--- src/hw/gate_scan_pkg.sv ---
// constants for the gate scan configuration decoder
package gate_scan_pkg;
	// command opcodes
	localparam logic [7:0] OP_GATE_SETUP = 8'h01;
	localparam logic [7:0] OP_BOOST_SOFT = 8'h0C;
	localparam logic [7:0] OP_SCAN_START = 8'h0F;
	localparam logic [7:0] OP_SW_RESET = 8'h12;

	// parameter byte indices within a command
	localparam logic [1:0] IDX_FIRST = 2'h0;
	localparam logic [1:0] IDX_SECOND = 2'h1;
	localparam logic [1:0] IDX_THIRD = 2'h2;
	localparam logic [1:0] IDX_DONE = 2'h3;

	// field positions inside parameter bytes
	localparam int POS_HIGH_BIT = 0;
	localparam int POS_FIRST_GATE = 2;
	localparam int POS_INTERLACE = 1;
	localparam int POS_DIRECTION = 0;
	localparam int POS_FIXED_ONE = 7;

	// values after reset
	localparam logic [8:0] RST_LINE_COUNT = 9'h012B;
	localparam logic RST_OPTION = 1'b0;
	localparam logic [7:0] RST_PHASE1 = 8'h87;
	localparam logic [7:0] RST_PHASE2 = 8'h86;
	localparam logic [7:0] RST_PHASE3 = 8'h85;
	localparam logic [8:0] RST_START_POS = 9'h0000;
	localparam logic RST_BOOST_EN = 1'b0;
	// pin synchronisers rest deselected, in command mode
	localparam logic [1:0] RST_PINS = 2'b01;

	// last gate index, used when scanning bottom to top
	localparam logic [8:0] LAST_GATE = 9'h012B;

	// synchroniser width, one bit for each pin input
	localparam int SYNC_STAGES = 2;

	// command decode state, gray coded
	typedef enum logic [1:0] {
		ST_IDLE = 2'b00,
		ST_GATE = 2'b01,
		ST_BOOST = 2'b11,
		ST_START = 2'b10
	} cmd_state_t;
endpackage

--- src/hw/pin_sync.sv ---
// two flip-flop synchroniser for a group of pin inputs
`timescale 1ns/1ps
module pin_sync #(
	parameter int WIDTH = 2,
	parameter logic [WIDTH-1:0] RST_VAL = '0
) (
	input wire logic ref_clk,
	input wire logic rst_n,
	input wire logic [WIDTH-1:0] pin_in,
	output logic [WIDTH-1:0] pin_sync_out
);
	logic [WIDTH-1:0] meta_ff;
	logic [WIDTH-1:0] stable_ff;

	// first stage feeds only the second stage
	genvar i;
	generate
		for (i = 0; i < WIDTH; i++) begin : g_bit
			always_ff @(posedge ref_clk) begin
				if (!rst_n) begin
					meta_ff[i] <= RST_VAL[i];
					stable_ff[i] <= RST_VAL[i];
				end else begin
					meta_ff[i] <= pin_in[i];
					stable_ff[i] <= meta_ff[i];
				end
			end
		end
	endgenerate

	assign pin_sync_out = stable_ff;
endmodule

--- src/hw/gate_scan_config_decoder.sv ---
// command decoder and storage for gate scan and booster soft start setup
`timescale 1ns/1ps

// How it works
// - opcode 01 takes three bytes: count low, count bit 8, options
// - option bit 2 set makes G1 first, swapping gate pairs
// - option bit 1 set scans even gates first, then odd gates
// - option bit 0 set scans 299 down to 0; options reset to zero
// - opcode 0C enables booster, takes three phase bytes, bit 7 forced one
// - phase settings reset to 87h, 86h and 85h
// - opcode 0F takes start position low byte then bit 8; host keeps 0..299
// - effective start gate is the position, or 299 minus it when reversed
// - data/command line low marks opcode, high marks parameter
// - bytes accepted only while active-low chip select is low
module gate_scan_config_decoder (
	input wire logic ref_clk,
	input wire logic rst_n,
	input wire logic cs_n_pin,
	input wire logic dc_pin,
	input wire logic byte_valid,
	input wire logic [7:0] byte_data,
	output logic [8:0] gate_line_count,
	output logic first_gate_select,
	output logic interlace_order_select,
	output logic scan_direction_select,
	output logic booster_enable,
	output logic [7:0] soft_start_phase1,
	output logic [7:0] soft_start_phase2,
	output logic [7:0] soft_start_phase3,
	output logic [8:0] scan_start_position,
	output logic [8:0] effective_start_gate,
	output logic cmd_busy
);
	logic [1:0] pins_sync;
	logic cs_n_s;
	logic dc_s;
	logic take_cmd;
	logic take_param;

	gate_scan_pkg::cmd_state_t state_ff;
	gate_scan_pkg::cmd_state_t nxt_state;
	logic [1:0] idx_ff;
	logic [1:0] nxt_idx;

	logic [8:0] count_ff;
	logic [8:0] nxt_count;
	logic first_ff;
	logic nxt_first;
	logic interlace_ff;
	logic nxt_interlace;
	logic dir_ff;
	logic nxt_dir;
	logic boost_ff;
	logic nxt_boost;
	logic [7:0] ph1_ff;
	logic [7:0] nxt_ph1;
	logic [7:0] ph2_ff;
	logic [7:0] nxt_ph2;
	logic [7:0] ph3_ff;
	logic [7:0] nxt_ph3;
	logic [8:0] pos_ff;
	logic [8:0] nxt_pos;
	logic [8:0] eff_ff;
	logic [8:0] nxt_eff;

	// phase bytes always carry a one in the top bit
	function automatic logic [7:0] phase_byte(input logic [7:0] b);
		logic [7:0] r;
		r = b;
		r[gate_scan_pkg::POS_FIXED_ONE] = 1'b1;
		return r;
	endfunction

	// pins come from the host, outside our clock, so resynchronise
	pin_sync #(
		.WIDTH(gate_scan_pkg::SYNC_STAGES),
		.RST_VAL(gate_scan_pkg::RST_PINS)
	) u_pin_sync (
		.ref_clk(ref_clk),
		.rst_n(rst_n),
		.pin_in({dc_pin, cs_n_pin}),
		.pin_sync_out(pins_sync)
	);

	assign cs_n_s = pins_sync[0];
	assign dc_s = pins_sync[1];

	assign take_cmd = byte_valid && !cs_n_s && !dc_s;
	assign take_param = byte_valid && !cs_n_s && dc_s;

	// command sequencer: opcode picks the state, parameters step the index
	always_comb begin
		nxt_state = state_ff;
		nxt_idx = idx_ff;
		if (take_cmd) begin
			nxt_idx = gate_scan_pkg::IDX_FIRST;
			unique case (byte_data)
				gate_scan_pkg::OP_GATE_SETUP: nxt_state = gate_scan_pkg::ST_GATE;
				gate_scan_pkg::OP_BOOST_SOFT: nxt_state = gate_scan_pkg::ST_BOOST;
				gate_scan_pkg::OP_SCAN_START: nxt_state = gate_scan_pkg::ST_START;
				default: nxt_state = gate_scan_pkg::ST_IDLE;
			endcase
		end else if (take_param && state_ff != gate_scan_pkg::ST_IDLE) begin
			// surplus parameters are dropped once the command is full
			if (idx_ff != gate_scan_pkg::IDX_DONE) begin
				nxt_idx = idx_ff + 2'h1;
			end
		end
	end

	always_ff @(posedge ref_clk) begin
		if (!rst_n) begin
			state_ff <= gate_scan_pkg::ST_IDLE;
			idx_ff <= gate_scan_pkg::IDX_FIRST;
		end else begin
			state_ff <= nxt_state;
			idx_ff <= nxt_idx;
		end
	end

	// field storage, each parameter byte lands as soon as it arrives
	always_comb begin
		nxt_count = count_ff;
		nxt_first = first_ff;
		nxt_interlace = interlace_ff;
		nxt_dir = dir_ff;
		nxt_boost = boost_ff;
		nxt_ph1 = ph1_ff;
		nxt_ph2 = ph2_ff;
		nxt_ph3 = ph3_ff;
		nxt_pos = pos_ff;
		if (take_cmd && byte_data == gate_scan_pkg::OP_SW_RESET) begin
			// software reset restores every default
			nxt_count = gate_scan_pkg::RST_LINE_COUNT;
			nxt_first = gate_scan_pkg::RST_OPTION;
			nxt_interlace = gate_scan_pkg::RST_OPTION;
			nxt_dir = gate_scan_pkg::RST_OPTION;
			nxt_boost = gate_scan_pkg::RST_BOOST_EN;
			nxt_ph1 = gate_scan_pkg::RST_PHASE1;
			nxt_ph2 = gate_scan_pkg::RST_PHASE2;
			nxt_ph3 = gate_scan_pkg::RST_PHASE3;
			nxt_pos = gate_scan_pkg::RST_START_POS;
		end else if (take_cmd && byte_data == gate_scan_pkg::OP_BOOST_SOFT) begin
			nxt_boost = 1'b1;
		end else if (take_param) begin
			unique case (state_ff)
				gate_scan_pkg::ST_GATE: begin
					if (idx_ff == gate_scan_pkg::IDX_FIRST) begin
						nxt_count[7:0] = byte_data;
					end else if (idx_ff == gate_scan_pkg::IDX_SECOND) begin
						nxt_count[8] = byte_data[gate_scan_pkg::POS_HIGH_BIT];
					end else if (idx_ff == gate_scan_pkg::IDX_THIRD) begin
						nxt_first = byte_data[gate_scan_pkg::POS_FIRST_GATE];
						nxt_interlace = byte_data[gate_scan_pkg::POS_INTERLACE];
						nxt_dir = byte_data[gate_scan_pkg::POS_DIRECTION];
					end
				end
				gate_scan_pkg::ST_BOOST: begin
					if (idx_ff == gate_scan_pkg::IDX_FIRST) begin
						nxt_ph1 = phase_byte(byte_data);
					end else if (idx_ff == gate_scan_pkg::IDX_SECOND) begin
						nxt_ph2 = phase_byte(byte_data);
					end else if (idx_ff == gate_scan_pkg::IDX_THIRD) begin
						nxt_ph3 = phase_byte(byte_data);
					end
				end
				gate_scan_pkg::ST_START: begin
					if (idx_ff == gate_scan_pkg::IDX_FIRST) begin
						nxt_pos[7:0] = byte_data;
					end else if (idx_ff == gate_scan_pkg::IDX_SECOND) begin
						nxt_pos[8] = byte_data[gate_scan_pkg::POS_HIGH_BIT];
					end
				end
				gate_scan_pkg::ST_IDLE: begin
					nxt_pos = pos_ff;
				end
			endcase
		end
	end

	// effective start gate
	// registered from next values so it never lags the stored fields;
	// out-of-range positions wrap when reversed, the host must keep them legal
	always_comb begin
		if (nxt_dir) begin
			nxt_eff = gate_scan_pkg::LAST_GATE - nxt_pos;
		end else begin
			nxt_eff = nxt_pos;
		end
	end

	always_ff @(posedge ref_clk) begin
		if (!rst_n) begin
			count_ff <= gate_scan_pkg::RST_LINE_COUNT;
			first_ff <= gate_scan_pkg::RST_OPTION;
			interlace_ff <= gate_scan_pkg::RST_OPTION;
			dir_ff <= gate_scan_pkg::RST_OPTION;
			boost_ff <= gate_scan_pkg::RST_BOOST_EN;
			ph1_ff <= gate_scan_pkg::RST_PHASE1;
			ph2_ff <= gate_scan_pkg::RST_PHASE2;
			ph3_ff <= gate_scan_pkg::RST_PHASE3;
			pos_ff <= gate_scan_pkg::RST_START_POS;
			eff_ff <= gate_scan_pkg::RST_START_POS;
		end else begin
			count_ff <= nxt_count;
			first_ff <= nxt_first;
			interlace_ff <= nxt_interlace;
			dir_ff <= nxt_dir;
			boost_ff <= nxt_boost;
			ph1_ff <= nxt_ph1;
			ph2_ff <= nxt_ph2;
			ph3_ff <= nxt_ph3;
			pos_ff <= nxt_pos;
			eff_ff <= nxt_eff;
		end
	end

	// outputs straight from flip-flops
	assign gate_line_count = count_ff;
	assign first_gate_select = first_ff;
	assign interlace_order_select = interlace_ff;
	assign scan_direction_select = dir_ff;
	assign booster_enable = boost_ff;
	assign soft_start_phase1 = ph1_ff;
	assign soft_start_phase2 = ph2_ff;
	assign soft_start_phase3 = ph3_ff;
	assign scan_start_position = pos_ff;
	assign effective_start_gate = eff_ff;
	// command open and still expecting parameters
	assign cmd_busy = (state_ff == gate_scan_pkg::ST_GATE &&
		idx_ff != gate_scan_pkg::IDX_DONE) ||
		(state_ff == gate_scan_pkg::ST_BOOST &&
		idx_ff != gate_scan_pkg::IDX_DONE) ||
		(state_ff == gate_scan_pkg::ST_START &&
		idx_ff < gate_scan_pkg::IDX_THIRD);
endmodule

--- config.mk ---
export PLATFORM = sky130hd
export DESIGN_NAME = gate_scan_config_decoder
export DESIGN_NICKNAME = d
export VERILOG_FILES = /design/src/hw/gate_scan_pkg.sv /design/src/hw/pin_sync.sv /design/src/hw/gate_scan_config_decoder.sv
export SDC_FILE = /design/constraint.sdc
export NUM_CORES = 1
export LEC_CHECK = 0
export ABC_AREA = 1
export BUFFER_PORTS_ARGS = -buffer_cell sky130_fd_sc_hd__buf_2
export CORE_UTILIZATION = 45
export DETAILED_ROUTE_END_ITERATION = 8
export MAX_ROUTING_LAYER = met4
export PLACE_DENSITY_LB_ADDON = 0.3
export SYNTH_ARGS = -nofsm -noshare
export SYNTH_HDL_FRONTEND = slang
export SYNTH_SLANG_ARGS = --single-unit
--- constraint.sdc ---
create_clock -name ref_clk -period 2.3 [get_ports ref_clk]
set_clock_uncertainty 0.2 [all_clocks]
set_input_delay 0.345 -clock ref_clk [delete_from_list [all_inputs] [get_ports ref_clk]]
set_output_delay 0.345 -clock ref_clk [all_outputs]
set_load 0.01 [all_outputs]
==> PnR_summary.wiki <==
{| class="wikitable"
! Metric !! Value
|-
| Outcome || finished clean
|-
| Largest fanout on the critical path || 7
|-
| Clk Latency, worst-skew pair || 330 ps
|-
| Clock period minus worst slack || 2120 ps
|-
| Die span in x || 76.4 microns
|-
| Die height || 76.4 microns
|-
| Kind of critical path || reg2reg
|-
| GRT overflow || 0
|-
| Via-per-instance ratio || 5.00
|-
| Number of cells on the worst reg-to-reg path || 14
|-
| Total power || 1.93 mW
|-
| Nets || 423
|-
| Number of ports placed on the die boundary || 69
|-
| Clock-pin slew of the registers on the worst-case setup and hold paths || 70 ps
|-
| Number of different library cells in the post-synthesis netlist || 30
|-
| Global-route wire length before repair || 10.3 mm
|-
| Total net switching power || 0.483 mW
|-
| Total global-route track usage || 23.3%
|-
| Area of all placed cells without fillers || 3250 sq um
|-
| DRC violations left || 0
|-
| Unrepaired setup endpoints after global routing || true
|-
| Origin of the worst min-delay path || byte_data[7]
|-
| FF-to-FF End || effective_start_gate[8]
|-
| Yosys warns || 0
|-
| Placed cell count || 457
|-
| Critical Path End Type || flip-flop
|-
| Hold WS || 81.1 ps
|-
| Total Die Area || 5840 sq um
|-
| FP Rows || 26
|-
| Clock group share of total power || 42.5%
|-
| CTS root buf || sky130_fd_sc_hd__clkbuf_8
|-
| Ant diodes || 0
|-
| Ratio of total power to cell area || 594 nW/um^2
|-
| Required time worst endpoint || 2320 ps
|-
| DP Area || 2990 sq um
|-
| Sequential cell area fraction in the yosys report || 47.4%
|-
| Number of DRC violations after detailed-routing iteration 0 || 127
|-
| Total CTS buffers || 9
|-
| Hpwl dp || 4.71 mm
|-
| Most frequent cells in the layout || 65 x sky130_fd_sc_hd__buf_2, 57 x sky130_fd_sc_hd__dfxtp_1, 45 x sky130_fd_sc_hd__nand2_1
|-
| Max H-tree Level || 3
|-
| Post-Syn Area || 2490 sq um
|-
| Final worst path period share || 92.0%
|-
| Placer congestion estimate || 0.937
|-
| Total internal power || 1.45 mW
|-
| Static Leak || 1.58 nW
|-
| Fraction of power spent switching nets || 25.0%
|-
| Minimum setup slack after placement || 52.9 ps
|-
| Final hold violations || 0
|-
| Setup Total Neg Slack || 0 ps
|-
| Source of the worst register-to-register timing path || idx_ff[1]
|-
| Launch point of the critical path || idx_ff[1]
|-
| Max rail drop VDD || 451 uV
|-
| Final instance count without filler cells || 480
|-
| Worst Hold Class || in2reg
|-
| Final-report max-slew violation count || 0
|-
| Post-Synthesis Mean Instance Area || 7.98 sq um
|-
| MaxCap Viol Count || 0
|-
| Port Buffers || 65
|-
| Reg-to-reg setup timing slack || 180 ps
|-
| Initial antenna violation count || 0
|-
| Floorplan core area || 5200 sq um
|-
| Starting Density || 47.9%
|-
| First-pass detailed-route iteration total || 4
|-
| Count of endpoints failing setup in the final report || 0
|-
| Total number of clock tree sinks || 59
|-
| Post-route antenna net violation count || 0
|-
| Worst Path Arrival || 2140 ps
|-
| Clock tree from TritonCTS || yes
|-
| Min setup slack post-route || 185 ps
|-
| Buffer depth of the longest clock path || 2
|-
| Kind of start point of the critical path || flip-flop
|-
| Post-Synthesis Cells || 312
|-
| Fraction of final layout cells with drive strength greater than 1 || 32.0%
|-
| Most common cell after layout, fill and taps aside || sky130_fd_sc_hd__buf_2
|-
| Sink of the worst hold path || gate_line_count[7]
|-
| Worst hold path stage count || 3
|-
| Relative area change from synthesis to final layout || 30.5%
|-
| Highest clock frequency the design can meet || 473 MHz
|-
| Maximum number of pins on one net before global-route repair || 17
|-
| Synthesis-stage register bit count || 59
|-
| Utilization after layout || 62.5%
|-
| Total via count after detailed routing || 2401
|-
| Via count of the first global-routing pass || 2186
|-
| Post-detailed-routing wire length || 6.40 mm
|-
| Part of the power in combinational logic || 4.3%
|-
| Seq pwr share || 53.1%
|-
| Routed wire length per instance || 13.3 microns
|}
-- critical path, cell delays in order, from the launching register on --
cell	delay, ps
sky130_fd_sc_hd__dfxtp_2	340
sky130_fd_sc_hd__inv_1	120
sky130_fd_sc_hd__ha_4	200
sky130_fd_sc_hd__inv_1	90
sky130_fd_sc_hd__nor3_4	210
sky130_fd_sc_hd__nor2_2	60
sky130_fd_sc_hd__nor2_2	130
sky130_fd_sc_hd__ha_1	170
sky130_fd_sc_hd__inv_1	50
sky130_fd_sc_hd__nand2_1	80
sky130_fd_sc_hd__nand2_1	90
sky130_fd_sc_hd__nand3_1	110
sky130_fd_sc_hd__nand2_1	50
sky130_fd_sc_hd__nand2_1	60
sky130_fd_sc_hd__nor2_1	40
-- cell usage after synthesis --
cell type,instances,area (sq um)
sky130_fd_sc_hd__dfxtp_1,59,1180
sky130_fd_sc_hd__nand2_1,45,169
sky130_fd_sc_hd__inv_1,42,158
sky130_fd_sc_hd__a21oi_1,35,175
sky130_fd_sc_hd__o21ai_0,31,155
sky130_fd_sc_hd__nor2_1,27,101
sky130_fd_sc_hd__nand3_1,9,45.0
sky130_fd_sc_hd__o211ai_1,8,60.1
sky130_fd_sc_hd__nor3_1,7,35.0
sky130_fd_sc_hd__ha_1,5,62.6
sky130_fd_sc_hd__buf_4,4,30.0
sky130_fd_sc_hd__nand2_2,4,25.0
sky130_fd_sc_hd__nand4_1,4,25.0
sky130_fd_sc_hd__nor2_2,4,25.0
sky130_fd_sc_hd__clkbuf_1,3,11.3
sky130_fd_sc_hd__nand3_4,3,52.6
sky130_fd_sc_hd__nor2_4,3,33.8
sky130_fd_sc_hd__a22oi_1,2,15.0
sky130_fd_sc_hd__buf_2,2,10.0
sky130_fd_sc_hd__clkinv_1,2,7.51
sky130_fd_sc_hd__nor3_4,2,32.5
sky130_fd_sc_hd__o21ai_1,2,10.0
sky130_fd_sc_hd__or2_2,2,12.5
sky130_fd_sc_hd__a211oi_1,1,7.51
sky130_fd_sc_hd__a21boi_0,1,7.51
sky130_fd_sc_hd__conb_1,1,3.75
sky130_fd_sc_hd__inv_2,1,3.75
sky130_fd_sc_hd__nand3_2,1,10.0
sky130_fd_sc_hd__nor2_8,1,20.0
sky130_fd_sc_hd__o22ai_1,1,6.26
-- registers in the layout, indices dropped and copies added (netlist names), 2 cells and up --
| register | cells |
|---|---|
| idx_ff | 2 |
| gate_line_count | 9 |
| scan_start_position | 9 |
| state_ff | 2 |
| u_pin_sync.meta_ff | 2 |
| soft_start_phase1 | 7 |
| soft_start_phase3 | 7 |
| effective_start_gate | 8 |
| soft_start_phase2 | 7 |
| u_pin_sync.pin_sync_out | 2 |
-- how the worst max path moves through the flow --
stage,end,cells past startpoint
finish,effective_start_gate[8],14
global route,effective_start_gate[8],14
CTS,effective_start_gate[6],12
detailed placement,effective_start_gate[8],15
global placement,effective_start_gate[6],13
floorplan,effective_start_gate[6],13
-- cell families (layout without fill, tap and decap cells) --
group                      count (synthesis)  after routing  share of synthesized area [%]
and+or+nand+nor                          112            112                           23.6
other                                      1              3                          0.151
adders and majority gates                  5              5                           2.51
buffers and inverters                     54            150                           8.84
AOI/OAI and AO/OA                         81             81                           17.5
DFF                                       59             59                           47.4
-- power by group through the flow --
stage / Clock, mW / Combinational (mW) / Sequential (mW)
5_1_grt: 0.891 / 0.0905 / 1.03
3_5_place_dp: 0 / 0.0786 / 1.05
6_report: 0.822 / 0.0834 / 1.03
2_1_floorplan: 0 / 0.0421 / 1.05
4_1_cts: 0.840 / 0.0816 / 1.03
3_3_place_gp: 0 / 0.0774 / 1.05
-- routing by layer --
layer  vias to the layer above  global-route usage [%]  routed length (microns)  part of all wire, %
met5                         -                       -                        0                    0
met2                        83                    36.4                     2930                   46
met4                         0                    9.04                      118                  1.8
met1                      1093                    29.4                     3010                   47
met3                        12                    5.15                      341                  5.3
li1                       1213                       -                        -                    -
-- timing repair --
| item | in CTS | in global routing |
|---|---|---|
| resized for setup | 0 | 9 |
| setup buffers | 0 | 5 |
| hold buffers | 2 | 0 |
| setup endpoints to repair | 0 | 5 |
| endpoints found under the hold margin | 2 | 0 |
-- layout make-up --
| type | count | area [sq um] |
|---|---|---|
| clock buffers | 9 | 124 |
| clock inverters | 7 | 52.6 |
| fillers | 489 | 1950 |
| well taps | 70 | 87.6 |
| repair buffers | 89 | 510 |
| inverters | 45 | 169 |
| multi-input cells | 201 | 1120 |
| flip-flops and latches | 59 | 1180 |
(Power assumes the default switching activity.)
